$ cat config.mk
export PLATFORM = sky130hd
export DESIGN_NAME = tpic_top
export DESIGN_NICKNAME = d
export VERILOG_FILES = /design/src/common/tpic_pkg.sv /design/src/hdl/tpic_pin_sync.sv /design/src/hdl/tpic_channel.sv /design/src/hdl/tpic_top.sv
export SDC_FILE = /design/constraint.sdc
export NUM_CORES = 1
export LEC_CHECK = 0
export BUFFER_PORTS_ARGS = -buffer_cell sky130_fd_sc_hd__buf_2
export CORE_ASPECT_RATIO = 2
export CORE_UTILIZATION = 45
export DETAILED_ROUTE_END_ITERATION = 12
export PLACE_DENSITY_LB_ADDON = 0.25
export SYNTH_ARGS = -nofsm -noshare
export SYNTH_HDL_FRONTEND = slang
export SYNTH_SLANG_ARGS = --single-unit
$ cat constraint.sdc
create_clock -name clock -period 2.8 [get_ports clock]
set_input_delay 0.42 -clock clock [delete_from_list [all_inputs] [get_ports clock]]
set_output_delay 0.42 -clock clock [all_outputs]
set_load 0.02 [all_outputs]
$ cat src/common/tpic_pkg.sv
// Constants, types and decoding shared by the timer pin I/O control block.
// Assumes a single clock domain and an AXI4-Lite register bus with 32-bit data.
// Operation
// RL1 - Codes 0000 and 0100 hold the pin; pin stays low until control is written.
// RL2 - Code 0001 starts low, 0101 starts high; both drive low on compare match.
// RL3 - Code 0010 starts low, 0110 starts high; both drive high on compare match.
// RL4 - Code 0011 starts low, 0111 starts high; both toggle on every compare match.
// RL5 - Bit 7 set, bits 5:4 at 00: capture the count on a rising pin edge.
// RL6 - Bit 7 set, bits 5:4 at 01: capture the count on a falling pin edge.
// RL7 - Bit 7 and bit 5 set: capture on both edges, bit 4 ignored.
// RL8 - Channel 1 code 11XX captures on channel-0 C events; elsewhere bit 6 ignored.
// RL9 - Channel-0 D in buffer mode: pin setting ignored, no match or capture; a code write still applies its initial level and enable.
// RL10 - Writing an output-compare code applies its initial level at once.
package tpic_pkg;

  // Bus geometry
  localparam int ADDR_W = 8;
  localparam int DATA_W = 32;
  localparam int NUM_CH = 4;

  // Register byte offsets
  localparam logic [ADDR_W-1:0] OFF_CTRL_CH1 = 8'h00;
  localparam logic [ADDR_W-1:0] OFF_CTRL_CH2 = 8'h04;
  localparam logic [ADDR_W-1:0] OFF_CTRL_CH3 = 8'h08;
  localparam logic [ADDR_W-1:0] OFF_CTRL_CH0_LOW = 8'h0c;
  localparam logic [ADDR_W-1:0] OFF_MODE_CH0 = 8'h10;
  localparam logic [ADDR_W-1:0] OFF_CAPT_CH1 = 8'h14;
  localparam logic [ADDR_W-1:0] OFF_CAPT_CH2 = 8'h18;
  localparam logic [ADDR_W-1:0] OFF_CAPT_CH3 = 8'h1c;
  localparam logic [ADDR_W-1:0] OFF_CAPT_CH0_D = 8'h20;

  // Field layout
  localparam int CTRL_W = 8;
  localparam int CODE_LSB = 4;
  localparam int CODE_W = 4;
  localparam int BUF_MODE_BIT = 0;
  localparam int CB_CAPTURE = 3;
  localparam int CB_SOURCE = 2;
  localparam int CB_BOTH = 1;
  localparam int CB_FALL = 0;

  // Reset values and responses
  localparam logic [CTRL_W-1:0] CTRL_RESET = 8'h00;
  localparam logic [1:0] RESP_OKAY = 2'h0;
  localparam logic [1:0] RESP_SLVERR = 2'h2;

  // Function selected by a pin code
  typedef enum logic [2:0] {
    M_HOLD, M_OC_LOW, M_OC_HIGH, M_OC_TOGGLE, M_CAP_RISE, M_CAP_FALL, M_CAP_BOTH, M_CAP_CROSS
  } tpic_mode_t;

  // Pin drive pair
  typedef struct packed {
    logic out;
    logic oe;
  } tpic_pin_t;

  // Synchronised pin events
  typedef struct packed {
    logic level;
    logic rise;
    logic fall;
  } tpic_edge_t;

  // Maps a four-bit pin code to its function
  function automatic tpic_mode_t tpic_decode(input logic [CODE_W-1:0] c, input logic cross_ok);
    tpic_mode_t m;
    m = M_HOLD;
    if (c[CB_CAPTURE]) begin
      if (cross_ok && c[CB_SOURCE]) begin
        m = M_CAP_CROSS; // RL8
      end else if (c[CB_BOTH]) begin
        m = M_CAP_BOTH; // RL7
      end else if (c[CB_FALL]) begin
        m = M_CAP_FALL; // RL6
      end else begin
        m = M_CAP_RISE; // RL5
      end
    end else begin
      case ({c[CB_BOTH], c[CB_FALL]})
        2'h0: m = M_HOLD; // RL1
        2'h1: m = M_OC_LOW; // RL2
        2'h2: m = M_OC_HIGH; // RL3
        default: m = M_OC_TOGGLE; // RL4
      endcase
    end
    return m;
  endfunction : tpic_decode

endpackage : tpic_pkg

$ cat src/hdl/tpic_pin_sync.sv
// Three-stage synchroniser for a timer pin with edge detection.
// Assumes the pin is asynchronous to clock; edges come a few cycles late.
`timescale 1ns/1ps
module tpic_pin_sync
  import tpic_pkg::*;
(
  // Clock and reset
  input wire logic clock,
  input wire logic rst,
  // Pin and events
  input wire logic pin_async,
  output tpic_edge_t edges
);

  logic [2:0] stage;
  logic [2:0] next_stage;
  tpic_edge_t next_edges;

  // Shift chain; a change counts once stages two and three agree
  always_comb begin
    next_stage = {stage[1:0], pin_async};
    next_edges = '{level: edges.level, rise: 1'b0, fall: 1'b0};
    if (stage[1] == stage[2] && stage[2] != edges.level) begin
      next_edges.level = stage[2];
      next_edges.rise = stage[2];
      next_edges.fall = ~stage[2];
    end
  end

  // Registers
  always_ff @(posedge clock) begin
    if (rst) begin
      stage <= 3'h0;
      edges <= '0;
    end else begin
      stage <= next_stage;
      edges <= next_edges;
    end
  end

endmodule : tpic_pin_sync

$ cat src/hdl/tpic_channel.sv
// One pin channel: output compare drive or input capture decision.
// Assumes compare match and cross events are one-cycle pulses on clock.
`timescale 1ns/1ps
module tpic_channel
  import tpic_pkg::*;
#(
  parameter bit CROSS_OK = 1'b0
) (
  // Clock and reset
  input wire logic clock,
  input wire logic rst,
  // Configuration
  input wire logic [CODE_W-1:0] code,
  input wire logic code_write,
  input wire logic disable_io,
  input wire logic standby,
  // Events
  input wire logic compare_match,
  input wire logic cross_event,
  input wire tpic_edge_t edges,
  // Results
  output tpic_pin_t pin,
  output logic capture_now
);

  tpic_mode_t mode;
  tpic_pin_t next_pin;
  logic written;
  logic next_written;

  assign mode = tpic_decode(code, CROSS_OK);

  // Capture request from the selected source
  always_comb begin
    capture_now = 1'b0;
    if (!disable_io && !standby) begin // RL9
      case (mode)
        M_CAP_RISE: capture_now = edges.rise; // RL5
        M_CAP_FALL: capture_now = edges.fall; // RL6
        M_CAP_BOTH: capture_now = edges.rise | edges.fall; // RL7
        M_CAP_CROSS: capture_now = cross_event; // RL8
        default: capture_now = 1'b0;
      endcase
    end
  end

  // Pin drive: low until written, initial level on write, action on match
  always_comb begin
    next_pin = pin;
    next_written = written;
    if (standby) begin
      next_written = 1'b0; // RL1
      next_pin = '{out: 1'b0, oe: 1'b1};
    end else if (code_write) begin
      next_written = 1'b1;
      next_pin.oe = ~code[CB_CAPTURE];
      if (!code[CB_CAPTURE] && mode != M_HOLD) begin
        next_pin.out = code[CB_SOURCE]; // RL10
      end
    end else if (written && !disable_io && compare_match) begin // RL9
      case (mode)
        M_OC_LOW: next_pin.out = 1'b0; // RL2
        M_OC_HIGH: next_pin.out = 1'b1; // RL3
        M_OC_TOGGLE: next_pin.out = ~pin.out; // RL4
        default: next_pin.out = pin.out; // RL1
      endcase
    end
  end

  // Registers
  always_ff @(posedge clock) begin
    if (rst) begin
      pin <= '{out: 1'b0, oe: 1'b1};
      written <= 1'b0;
    end else begin
      pin <= next_pin;
      written <= next_written;
    end
  end

endmodule : tpic_channel

$ cat src/hdl/tpic_top.sv
// Timer pin I/O control: AXI4-Lite registers, four pin channels, capture store.
// Channel index 0 is channel-0 pin D, indices 1..3 are pin B of channels 1..3.
// Assumes count, compare matches and the C event come from logic on clock.
`timescale 1ns/1ps
module tpic_top
  import tpic_pkg::*;
#(
  parameter int COUNT_W = 16
) (
  // Clock and reset
  input wire logic clock,
  input wire logic rst,
  // AXI4-Lite write address
  input wire logic s_awvalid,
  output logic s_awready,
  input wire logic [ADDR_W-1:0] s_awaddr,
  input wire logic [2:0] s_awprot,
  // AXI4-Lite write data
  input wire logic s_wvalid,
  output logic s_wready,
  input wire logic [DATA_W-1:0] s_wdata,
  input wire logic [DATA_W/8-1:0] s_wstrb,
  // AXI4-Lite write response
  output logic s_bvalid,
  input wire logic s_bready,
  output logic [1:0] s_bresp,
  // AXI4-Lite read address
  input wire logic s_arvalid,
  output logic s_arready,
  input wire logic [ADDR_W-1:0] s_araddr,
  input wire logic [2:0] s_arprot,
  // AXI4-Lite read data
  output logic s_rvalid,
  input wire logic s_rready,
  output logic [DATA_W-1:0] s_rdata,
  output logic [1:0] s_rresp,
  // Timer datapath
  input wire logic [COUNT_W-1:0] count,
  input wire logic [NUM_CH-1:0] compare_match,
  input wire logic ch0_c_event,
  input wire logic standby,
  // Timer pins
  input wire logic [NUM_CH-1:0] pin_in,
  output logic [NUM_CH-1:0] pin_out,
  output logic [NUM_CH-1:0] pin_oe,
  // Capture strobes
  output logic [NUM_CH-1:0] capture_strobe
);

  // Write channel state
  logic aw_held;
  logic next_aw_held;
  logic [ADDR_W-1:0] aw_addr;
  logic [ADDR_W-1:0] next_aw_addr;
  logic w_held;
  logic next_w_held;
  logic [DATA_W-1:0] w_data;
  logic [DATA_W-1:0] next_w_data;
  logic w_lane0;
  logic next_w_lane0;
  logic next_awready;
  logic next_wready;
  logic next_bvalid;
  logic [1:0] next_bresp;

  // Read channel state
  logic next_arready;
  logic next_rvalid;
  logic [1:0] next_rresp;
  logic [DATA_W-1:0] next_rdata;

  // Register state
  logic [CTRL_W-1:0] ctrl [NUM_CH];
  logic [CTRL_W-1:0] next_ctrl [NUM_CH];
  logic [NUM_CH-1:0] code_write;
  logic [NUM_CH-1:0] next_code_write;
  logic d_buffer_mode_bit;
  logic next_d_buffer_mode_bit;

  // Capture state
  logic [COUNT_W-1:0] captured [NUM_CH];
  logic [COUNT_W-1:0] next_captured [NUM_CH];
  logic [NUM_CH-1:0] capture_now;
  logic [NUM_CH-1:0] next_capture_strobe;
  tpic_pin_t pins [NUM_CH];

  // Channel index for a control register offset, NUM_CH if none
  function automatic int ctrl_index(input logic [ADDR_W-1:0] a);
    int idx;
    idx = NUM_CH;
    case (a)
      OFF_CTRL_CH0_LOW: idx = 0;
      OFF_CTRL_CH1: idx = 1;
      OFF_CTRL_CH2: idx = 2;
      OFF_CTRL_CH3: idx = 3;
      default: idx = NUM_CH;
    endcase
    return idx;
  endfunction : ctrl_index

  // Channel index for a capture store offset, NUM_CH if none
  function automatic int capt_index(input logic [ADDR_W-1:0] a);
    int idx;
    idx = NUM_CH;
    case (a)
      OFF_CAPT_CH0_D: idx = 0;
      OFF_CAPT_CH1: idx = 1;
      OFF_CAPT_CH2: idx = 2;
      OFF_CAPT_CH3: idx = 3;
      default: idx = NUM_CH;
    endcase
    return idx;
  endfunction : capt_index

  // Write channels, register updates and response
  always_comb begin
    int wi;
    wi = NUM_CH;
    next_aw_held = aw_held;
    next_aw_addr = aw_addr;
    next_w_held = w_held;
    next_w_data = w_data;
    next_w_lane0 = w_lane0;
    next_bvalid = s_bvalid;
    next_bresp = s_bresp;
    next_code_write = '0;
    next_d_buffer_mode_bit = d_buffer_mode_bit;
    // Registers keep their values unless written
    for (int i = 0; i < NUM_CH; i++) begin
      next_ctrl[i] = ctrl[i];
    end
    // Take address and data as each handshake completes
    if (s_awvalid && s_awready) begin
      next_aw_held = 1'b1;
      next_aw_addr = s_awaddr;
    end
    if (s_wvalid && s_wready) begin
      next_w_held = 1'b1;
      next_w_data = s_wdata;
      next_w_lane0 = s_wstrb[0];
    end
    // Response leaves once it is taken
    if (s_bvalid && s_bready) begin
      next_bvalid = 1'b0;
    end
    // Commit once both halves are held and no response is pending
    if (aw_held && w_held && !s_bvalid) begin
      next_aw_held = 1'b0;
      next_w_held = 1'b0;
      next_bvalid = 1'b1;
      next_bresp = RESP_OKAY;
      wi = ctrl_index(aw_addr);
      if (wi < NUM_CH) begin
        if (w_lane0) begin
          next_ctrl[wi] = w_data[CTRL_W-1:0];
          next_code_write[wi] = 1'b1; // RL10
        end
      end else if (aw_addr == OFF_MODE_CH0) begin
        if (w_lane0) begin
          next_d_buffer_mode_bit = w_data[BUF_MODE_BIT];
        end
      end else if (capt_index(aw_addr) == NUM_CH) begin
        next_bresp = RESP_SLVERR;
      end
    end
    // Each ready drops while its own half is held or a response is pending
    next_awready = ~next_aw_held & ~next_bvalid;
    next_wready = ~next_w_held & ~next_bvalid;
  end

  // Read channel
  always_comb begin
    int ri;
    ri = NUM_CH;
    next_rvalid = s_rvalid;
    next_rdata = s_rdata;
    next_rresp = s_rresp;
    if (s_rvalid && s_rready) begin
      next_rvalid = 1'b0;
    end
    // Answer an accepted address in the next cycle
    if (s_arvalid && s_arready) begin
      next_rvalid = 1'b1;
      next_rdata = '0;
      next_rresp = RESP_OKAY;
      if (ctrl_index(s_araddr) < NUM_CH) begin
        ri = ctrl_index(s_araddr);
        next_rdata[CTRL_W-1:0] = ctrl[ri];
      end else if (capt_index(s_araddr) < NUM_CH) begin
        ri = capt_index(s_araddr);
        next_rdata[COUNT_W-1:0] = captured[ri];
      end else if (s_araddr == OFF_MODE_CH0) begin
        next_rdata[BUF_MODE_BIT] = d_buffer_mode_bit;
      end else begin
        next_rresp = RESP_SLVERR;
      end
    end
    // One read at a time
    next_arready = ~next_rvalid;
  end

  // Capture store latches the count on a capture request
  always_comb begin
    for (int i = 0; i < NUM_CH; i++) begin
      next_captured[i] = capture_now[i] ? count : captured[i]; // RL5
    end
    next_capture_strobe = capture_now;
  end

  // Write channel and register flops
  always_ff @(posedge clock) begin
    if (rst) begin
      aw_held <= 1'b0;
      aw_addr <= '0;
      w_held <= 1'b0;
      w_data <= '0;
      w_lane0 <= 1'b0;
      s_awready <= 1'b0;
      s_wready <= 1'b0;
      s_bvalid <= 1'b0;
      s_bresp <= RESP_OKAY;
      code_write <= '0;
      d_buffer_mode_bit <= 1'b0;
      for (int i = 0; i < NUM_CH; i++) begin
        ctrl[i] <= CTRL_RESET;
      end
    end else begin
      aw_held <= next_aw_held;
      aw_addr <= next_aw_addr;
      w_held <= next_w_held;
      w_data <= next_w_data;
      w_lane0 <= next_w_lane0;
      s_awready <= next_awready;
      s_wready <= next_wready;
      s_bvalid <= next_bvalid;
      s_bresp <= next_bresp;
      code_write <= next_code_write;
      d_buffer_mode_bit <= next_d_buffer_mode_bit;
      for (int i = 0; i < NUM_CH; i++) begin
        ctrl[i] <= next_ctrl[i];
      end
    end
  end

  // Read channel flops
  always_ff @(posedge clock) begin
    if (rst) begin
      s_arready <= 1'b0;
      s_rvalid <= 1'b0;
      s_rdata <= '0;
      s_rresp <= RESP_OKAY;
    end else begin
      s_arready <= next_arready;
      s_rvalid <= next_rvalid;
      s_rdata <= next_rdata;
      s_rresp <= next_rresp;
    end
  end

  // Capture store flops
  always_ff @(posedge clock) begin
    if (rst) begin
      capture_strobe <= '0;
      for (int i = 0; i < NUM_CH; i++) begin
        captured[i] <= '0;
      end
    end else begin
      capture_strobe <= next_capture_strobe;
      for (int i = 0; i < NUM_CH; i++) begin
        captured[i] <= next_captured[i];
      end
    end
  end

  // Pin channels; only channel 1 may take the channel-0 C event
  for (genvar g = 0; g < NUM_CH; g++) begin : gen_ch
    tpic_edge_t edges;
    tpic_pin_sync u_sync (
      .clock(clock),
      .rst(rst),
      .pin_async(pin_in[g]),
      .edges(edges)
    );
    tpic_channel #(
      .CROSS_OK(g == 1) // RL8
    ) u_chan (
      .clock(clock),
      .rst(rst),
      .code(ctrl[g][CODE_LSB +: CODE_W]),
      .code_write(code_write[g]),
      .disable_io((g == 0) && d_buffer_mode_bit), // RL9
      .standby(standby),
      .compare_match(compare_match[g]),
      .cross_event(ch0_c_event),
      .edges(edges),
      .pin(pins[g]),
      .capture_now(capture_now[g])
    );
    // Pin drive comes straight from the channel flops
    assign pin_out[g] = pins[g].out;
    assign pin_oe[g] = pins[g].oe;
  end

endmodule : tpic_top

# Yosys cells after proc, flatten, opt, wreduce, memory -nomap -nowiden
# Memories as Yosys holds them, arrays and structs flattened.
# Index checks and enable logic that the tools add are counted.
# Widths: inputs -> output; s select.
# totals
ram_bits	96
regBits	89
inputBits	91
memories	2
out_inout_bits	53
# mem_list
name	words	word_bits	rd	rd_ports_with_merged_regs	wr	line_no	rtl
captured	4	16	1	0	4	tpic_top.sv:81	logic [COUNT_W-1:0] captured [NUM_CH];
ctrl	4	8	5	0	4	tpic_top.sv:73	logic [CTRL_W-1:0] ctrl [NUM_CH];
# op_classes
reduce_logical	63
order_cmp	7
n_mux	99
eq_ne	69
n_bitwise	38
# ops
cell	count
$mux 32	10
$lt 32x4->1 const B	4
$mux 16	8
$eq 8x5->1 const B	8
$mux 8	7
$eq 3x3->1 const B	16
$pmux 3 s4	4
$mux 1	34
$bwmux 32	1
$eq 32x4->1 const B	1
$eq 8x4->1 const B	4
$ge 32x1->1 const B	1
$ge 32x3->1 const B	1
$lt 32x1->1 const B	1
$not 32->32	1
$mux 3	9
$eq 3x2->1 const B	8
$pmux 2 s3	4
$logic_and 1x1->1	23
$not 1->1	23
$mux 2	11
$demux 8 s2	1
$eq 8x3->1 const B	2
$eq 8x6->1 const B	2
24 further kinds	92

# Depth between registers and ports, before layout
# Gate-level depths: netlist (run 1).
# logic_depth
ltp_word	13
ltp_mapped	7
mapped_depth_nobuf	4

# Hierarchy
# Synthesis (run 1) repeated with hierarchy kept, for this count alone.
# unflattened
cells_unflattened	781
area_unflattened_um2	8172.8
# modules_own_cells
module	seq_area_each_um2	instances	area_each_um2	cells_each
tpic_top	3583.4	1	6696.4	630
tpic_pin_sync	120.1	4	177.7	14
tpic_channel (gen_ch[0].u_chan ...)	60.1	3	185.2	23
tpic_channel (gen_ch[1].u_chan)	60.1	1	210.2	26

# Least setup slack after synthesis (run 1)
# OpenSTA, ideal clock, no wires.
# synth_path
path_kind	register to register
start	memory ctrl[1][4]
end	memory captured[1][0] (enable)
setup_time_ns	0.411
t_arrival_ns	2.036
path_slack_ns	0.353
period_less_slack_ns	2.447
path_stages_with_launch	5
n_path_buf	0
required_time_ns	2.389
path_cell_list	dfxtp_1 mux2_2 o221ai_1 a21bo_2 o21ai_0
# synth_lines
item	line_no
start, declared	tpic_top.sv:73
end, declared	tpic_top.sv:81

==> results of run 1 <==
[cell usage after synthesis (all sizes together) (14+ instances only)]
cell,instances
o21ai,51
nand2,66
buf,36
a21oi,60
inv,14
nor2b,16
mux2i,19
nand3,16
edfxtp,64
clkbuf,29
nand4,17
dfxtp,119
and2,74
nor2,49
[worst max-delay path, cell delays in order, from the launching register on]
cell	delay, ps
dfxtp_1	430
mux2_2	360
o211ai_1	260
nand2_1	550
[metrics by stage]
| step | std cells | total power (uW) |
|---|---|---|
| floorplan | 784 | 3130 |
| global placement | 1041 | 3230 |
| detailed placement | 1041 | 3240 |
| CTS | 1073 | 5530 |
| global route | 1074 | 5680 |
| finish | 1074 | 5480 |
[flip-flops by register name (all words and copies together), names as in the netlist, 4 cells and up]
name / count
aw_addr: 8
capture_strobe: 4
captured: 64
code_write: 4
ctrl: 32
gen_ch.u_chan.pin: 8
gen_ch.u_chan.written: 4
gen_ch.u_sync.edges: 12
gen_ch.u_sync.stage: 12
s_rdata: 16
w_data: 8
[layout make-up]
cell class | count | share of cell area
multi-input combinational | 522 | 0.360
antenna | 1 | 0.000276
tap | 210 | 0.0290
clock inverter | 12 | 0.0131
inverter | 14 | 0.00580
sequential | 183 | 0.475
timing repair buffer | 112 | 0.0677
clock buffer | 20 | 0.0493
[cells by family (layout without fill, tap and decap cells)]
group / Yosys count / count (layout) / share of synthesized area
flip-flops: 183 / 183 / 0.542
buffers and inverters: 79 / 158 / 0.0572
other: 1 / 19 / 0.000472
multiplexers: 29 / 29 / 0.0510
AND/OR/NAND/NOR: 290 / 290 / 0.204
AO/OA/AOI/OAI: 185 / 185 / 0.145
[worst paths after layout]
| path | cells after the start | to |
|---|---|---|
| worst max-delay path | 3 | captured[0][8]$_SDFFCE_PN0P_ |
| worst min-delay path | 2 | gen_ch[2].u_sync.stage[0]$_SDFF_PP0_ |
| worst max register to register | 3 | captured[0][8]$_SDFFCE_PN0P_ |
| worst min register to register | 1 | gen_ch[2].u_sync.stage[1]$_SDFF_PP0_ |
[cell usage in the layout, fill, tap and decap left out, drive strengths merged, types with 6 or more instances in the layout]
cell and count:
nand3 16, mux2i 19, nor4b 6, and2 74
o22ai 7, edfxtp 64, inv 19, mux4 7
nand4b 9, a41oi 8, nor3 11, nand2 66
o31ai 11, nor2b 16, nand4 17, o221ai 8
a22oi 9, dfxtp 119, conb 18, clkbuf 20
nor2 49, nor4 7, a2bb2oi 7, a21oi 60
buf 112, o21ai 51
[power breakdown]
group	leakage (uW)	total, uW	switching [uW]	internal [uW]
Sequential	0.00162	2840	32.2	2800
Clock	0.000276	2300	1040	1260
Combinational	0.00154	339	229	110
[metal layers]
layer  global-route usage  share of wire  up-vias
li1                     -              -     2911
met1                0.221           0.36     2795
met5                    0              0        -
met3               0.0356          0.040       39
met4                0.114          0.037        0
met2                0.404           0.56      159
==> flow_metrics.py, run 1 <==
metrics = {
    "outcome": {
        "status": "finished, final reports clean",
    },
    "layout": {
        "fin_nets": 941,
        "post-route-util": 0.525,
        "drive_above_1_share": 0.196,
        "syn_to_final_growth_pct": 14.1,
        "n_fill_cell": 1612,
        "seq_area_um2": 4300,
        "multi_input_area_um2": 3260,
        "fin_area_um2": 9060,
    },
    "setup_path": {
        "startpoint_type": "flop",
        "critPathLaunch": "ctrl[0][4]$_SDFFE_PP0P_",
        "r2r_setup_slack_ps": 750,
        "path_class": "reg -> reg",
        "crit_fanout": 16,
        "endpoint_kind": "flop",
        "timing.rr.start": "ctrl[0][4]$_SDFFE_PP0P_",
        "crit_required_ps": 2790,
        "arrival_ps": 2040,
    },
    "placement": {
        "place_area_um2": 8490,
        "dp_slack_ps": 592,
        "hpwlAfterDp_um": 13600,
        "gp_congestion": 0.783,
        "io_buffers": 92,
    },
    "run": {
        "drv_cap": 0,
    },
    "sta": {
        "rsz0062_at_grt": "no",
        "period_minus_slack_ps": 2050,
        "finalClockSkew_ps": 10.0,
        "maxSlewViolCount": 0,
        "setup_ws_ps": 750,
        "timing.hold.ws_ps": 198,
        "fmax_mhz": 488,
        "worst_slew_margin_rel": 0.460,
        "hold_viol": 0,
        "worst_pin_slew_ps": 809,
        "setup_tns_ps": 0,
        "setup_viol": 0,
        "fin_crit_sh": 0.732,
    },
    "global_routing": {
        "grt_overflow": 0,
        "grt_pass1_wl_um": 29100,
        "grt_pass1_vias": 5630,
        "grt_antenna_before_repair": 1,
        "track_usage": 0.216,
        "grt_max_degree": 63,
    },
    "synthesis": {
        "synth_seq_cells": 183,
        "synth_warnings": 0,
        "seq_area_frac_synth": 0.542,
        "yosysTopAreaCell": "dfxtp_1",
        "synth.distinct_cells": 60,
        "synth_area_leaders": "dfxtp_1 30%, edfxtp_1 24%, and2_1 5.3%",
        "postSynthAreaPerCell_um2": 10.4,
        "synth_flop_cell": "dfxtp_1",
        "postSynthCellCount": 767,
        "synth-edff-count": 64,
        "synth-async-reset-ratio": 0,
        "synth_top_area_frac": 0.300,
        "synth_area_um2": 7940,
    },
    "floorplan": {
        "std_cell_rows": 68,
        "dieWidth_um": 95.9,
        "start_util": 0.460,
        "core_area_um2": 17300,
        "die_h_um": 190,
        "ios": 144,
        "dieArea_um2": 18200,
    },
    "clocking": {
        "cts_tree": "built",
        "cts_resized": 0,
        "post-cts-setup-buffers": 0,
        "cts-htree-levels": 4,
        "clk_latency_ps": 430,
        "root_buffer": "clkbuf_16",
        "numCtsBuffers": 17,
        "cts_buffer_depth": 2,
        "clk_pin_slew_ps": 70,
        "cts_hold_buffers": 0,
        "clock-sinks": 183,
    },
    "route": {
        "drtIter0Drc": 205,
        "avgViaCountPerCell": 5.50,
        "routedWlPerCell_um": 17.5,
        "route.antenna.remaining_nets": 0,
        "dr.pass1.iters": 4,
        "routed_wl_um": 18800,
        "drc_errors": 0,
        "num_vias": 5904,
    },
    "power": {
        "p_leak_uw": 0.00344,
        "irDropWorstVdd_mv": 0.383,
        "cellPowerDensity_nw_per_um2": 605,
    },
    "worst_hold_path": {
        "min-delay-start": "pin_in[2]",
        "hold_class": "in -> reg",
    },
}
Power figures use the tool's default switching activity.
==> inputs of run 2 (changes only) <==
==> constraint.sdc (replaced) <==
create_clock -name clock -period 1.9 [get_ports clock]
set_input_delay 0.285 -clock clock [delete_from_list [all_inputs] [get_ports clock]]
set_output_delay 0.285 -clock clock [all_outputs]
set_load 0.02 [all_outputs]
==> flow_metrics.py, run 2 (synthesis gave the netlist of run 1 again) <==
metrics = {
    "sta": {
        "maxSlewViolCount": 0,
        "fin_crit_sh": 0.928,
        "worst_slew_margin_rel": 0.489,
        "fmax_mhz": 567,
        "hold_viol": 0,
        "finalClockSkew_ps": 9.53,
        "rsz0062_at_grt": "no",
        "worst_pin_slew_ps": 766,
        "setup_viol": 0,
        "timing.hold.ws_ps": 60.6,
        "period_minus_slack_ps": 1760,
    },
    "layout": {
        "antenna_cells": 0,
        "syn_to_final_growth_pct": 16.8,
        "final_cells": 1096,
        "final_cell_mix": "119 x dfxtp_1, 91 x buf_2, 67 x and2_1",
        "mostFrequentLayoutCell": "dfxtp_1",
        "fin_nets": 964,
        "top_regs": "captured x64, ctrl x32, s_rdata x16",
        "largest_reg_flops": 64,
        "n_fill_cell": 1588,
        "drive_above_1_share": 0.222,
        "fin_area_um2": 9270,
        "regMostFlops": "captured",
    },
    "clocking": {
        "numCtsBuffers": 17,
        "clock-sinks": 183,
        "clk_latency_ps": 430,
        "cts_tree": "built",
        "cts_hold_buffers": 0,
        "cts_buffer_depth": 2,
        "cts-htree-levels": 4,
        "root_buffer": "clkbuf_16",
        "clk_pin_slew_ps": 70,
    },
    "setup_path": {
        "worst-path-stages": 4,
        "max_stage_delay_ps": 500,
        "arrival_ps": 1830,
        "cp_top_family": "compound AO/OA/AOI/OAI gates",
        "path_buf_inv": 0,
        "endpoint_kind": "flop",
        "crit_required_ps": 1970,
        "path_class": "reg -> reg",
        "crit_fanout": 16,
        "startpoint_type": "flop",
        "crit_chain": "mux2_2 -> o221ai_1 -> a21bo_2 -> o21ai_4",
        "ff2ff_path_depth": 4,
        "slowest_stage": "o21ai_4",
    },
    "floorplan": {
        "std_cell_rows": 68,
        "die_h_um": 190,
        "core_area_um2": 17300,
        "dieArea_um2": 18200,
        "start_util": 0.460,
        "ios": 144,
        "dieWidth_um": 95.9,
    },
    "route": {
        "route.antenna.remaining_nets": 0,
        "avgViaCountPerCell": 5.52,
        "dr.pass1.iters": 5,
        "drc_errors": 0,
        "drtIter0Drc": 247,
        "routedWlPerCell_um": 17.6,
        "routed_wl_um": 19300,
        "num_vias": 6054,
    },
    "power": {
        "p_leak_uw": 0.00358,
        "cellPowerDensity_nw_per_um2": 870,
        "irDropWorstVdd_mv": 0.561,
    },
    "placement": {
        "place_area_um2": 8690,
        "gp_congestion": 0.878,
        "dp.cells": 1064,
        "hpwlAfterDp_um": 14100,
        "io_buffers": 92,
    },
    "worst_hold_path": {
        "hold_class": "in -> reg",
        "hold_depth": 2,
    },
    "outcome": {
        "status": "finished, final reports clean",
    },
    "global_routing": {
        "track_usage": 0.226,
        "grt_pass1_wl_um": 30300,
        "grt_overflow": 0,
        "grt_antenna_before_repair": 0,
        "grt_pass1_vias": 5881,
        "grt_max_degree": 95,
    },
    "run": {
        "drv_cap": 0,
    },
}
==> run 2: cell count changes in the layout (fill, tap and decap cells not counted), sizes merged <==
cell,previous run,this run
buf,112,135
bufinv,1,0
clkbuf,20,19
clkinv,5,7
clkinvlp,1,0
diode,1,0
inv,19,20
==> run 2: through the flow <==
step                setup slack (ps)  TNS [ps]  power [uW]   util
global route                    46.4         0        8340  0.537
finish                           136         0        8070  0.537
floorplan                        155         0        4610      -
global placement                -136     -3210        4790  0.503
detailed placement              -165     -4980        4800  0.503
CTS                             36.3         0        8140  0.537
==> run 2: routing by layer <==
layer / up-vias / global-route usage / wire, um
met4: 0 / 0.126 / 721
met3: 41 / 0.0332 / 845
met2: 190 / 0.429 / 11100
met1: 2864 / 0.224 / 6690
li1: 2959 / - / -
met5: - / 0 / 0
==> run 2: area by class of cell <==
class                           instances  area [um2]  area share
Multi-Input combinational cell        522        3280       0.353
Tap cell                              210         263      0.0283
Clock inverter                         13         115      0.0124
Timing Repair Buffer                  135         811      0.0874
Inverter                               14        52.6     0.00567
Clock buffer                           19         453      0.0488
Sequential cell                       183        4300       0.464
==> run 2: final timing paths <==
check / from / endpoint / slack [ps]
max: ctrl[1][4]$_SDFFE_PP0P_ / captured[1][10]$_SDFFCE_PN0P_ / 140
min: pin_in[2] / gen_ch[2].u_sync.stage[0]$_SDFF_PP0_ / 60
max reg2reg: ctrl[1][4]$_SDFFE_PP0P_ / captured[1][10]$_SDFFCE_PN0P_ / 140
min reg2reg: gen_ch[3].u_sync.stage[0]$_SDFF_PP0_ / gen_ch[3].u_sync.stage[1]$_SDFF_PP0_ / 440
==> run 2: what timing repair did <==
item | 4_1_cts | 5_1_grt
endpoints found under the setup margin | 32 | 16
setup buffers | 0 | 0
resized for setup | 2 | 1
==> run 2: power breakdown <==
group	switching [uW]	internal [uW]	total, uW
logic	343	183	525
clock network	1570	1790	3360
registers	54.8	4130	4190
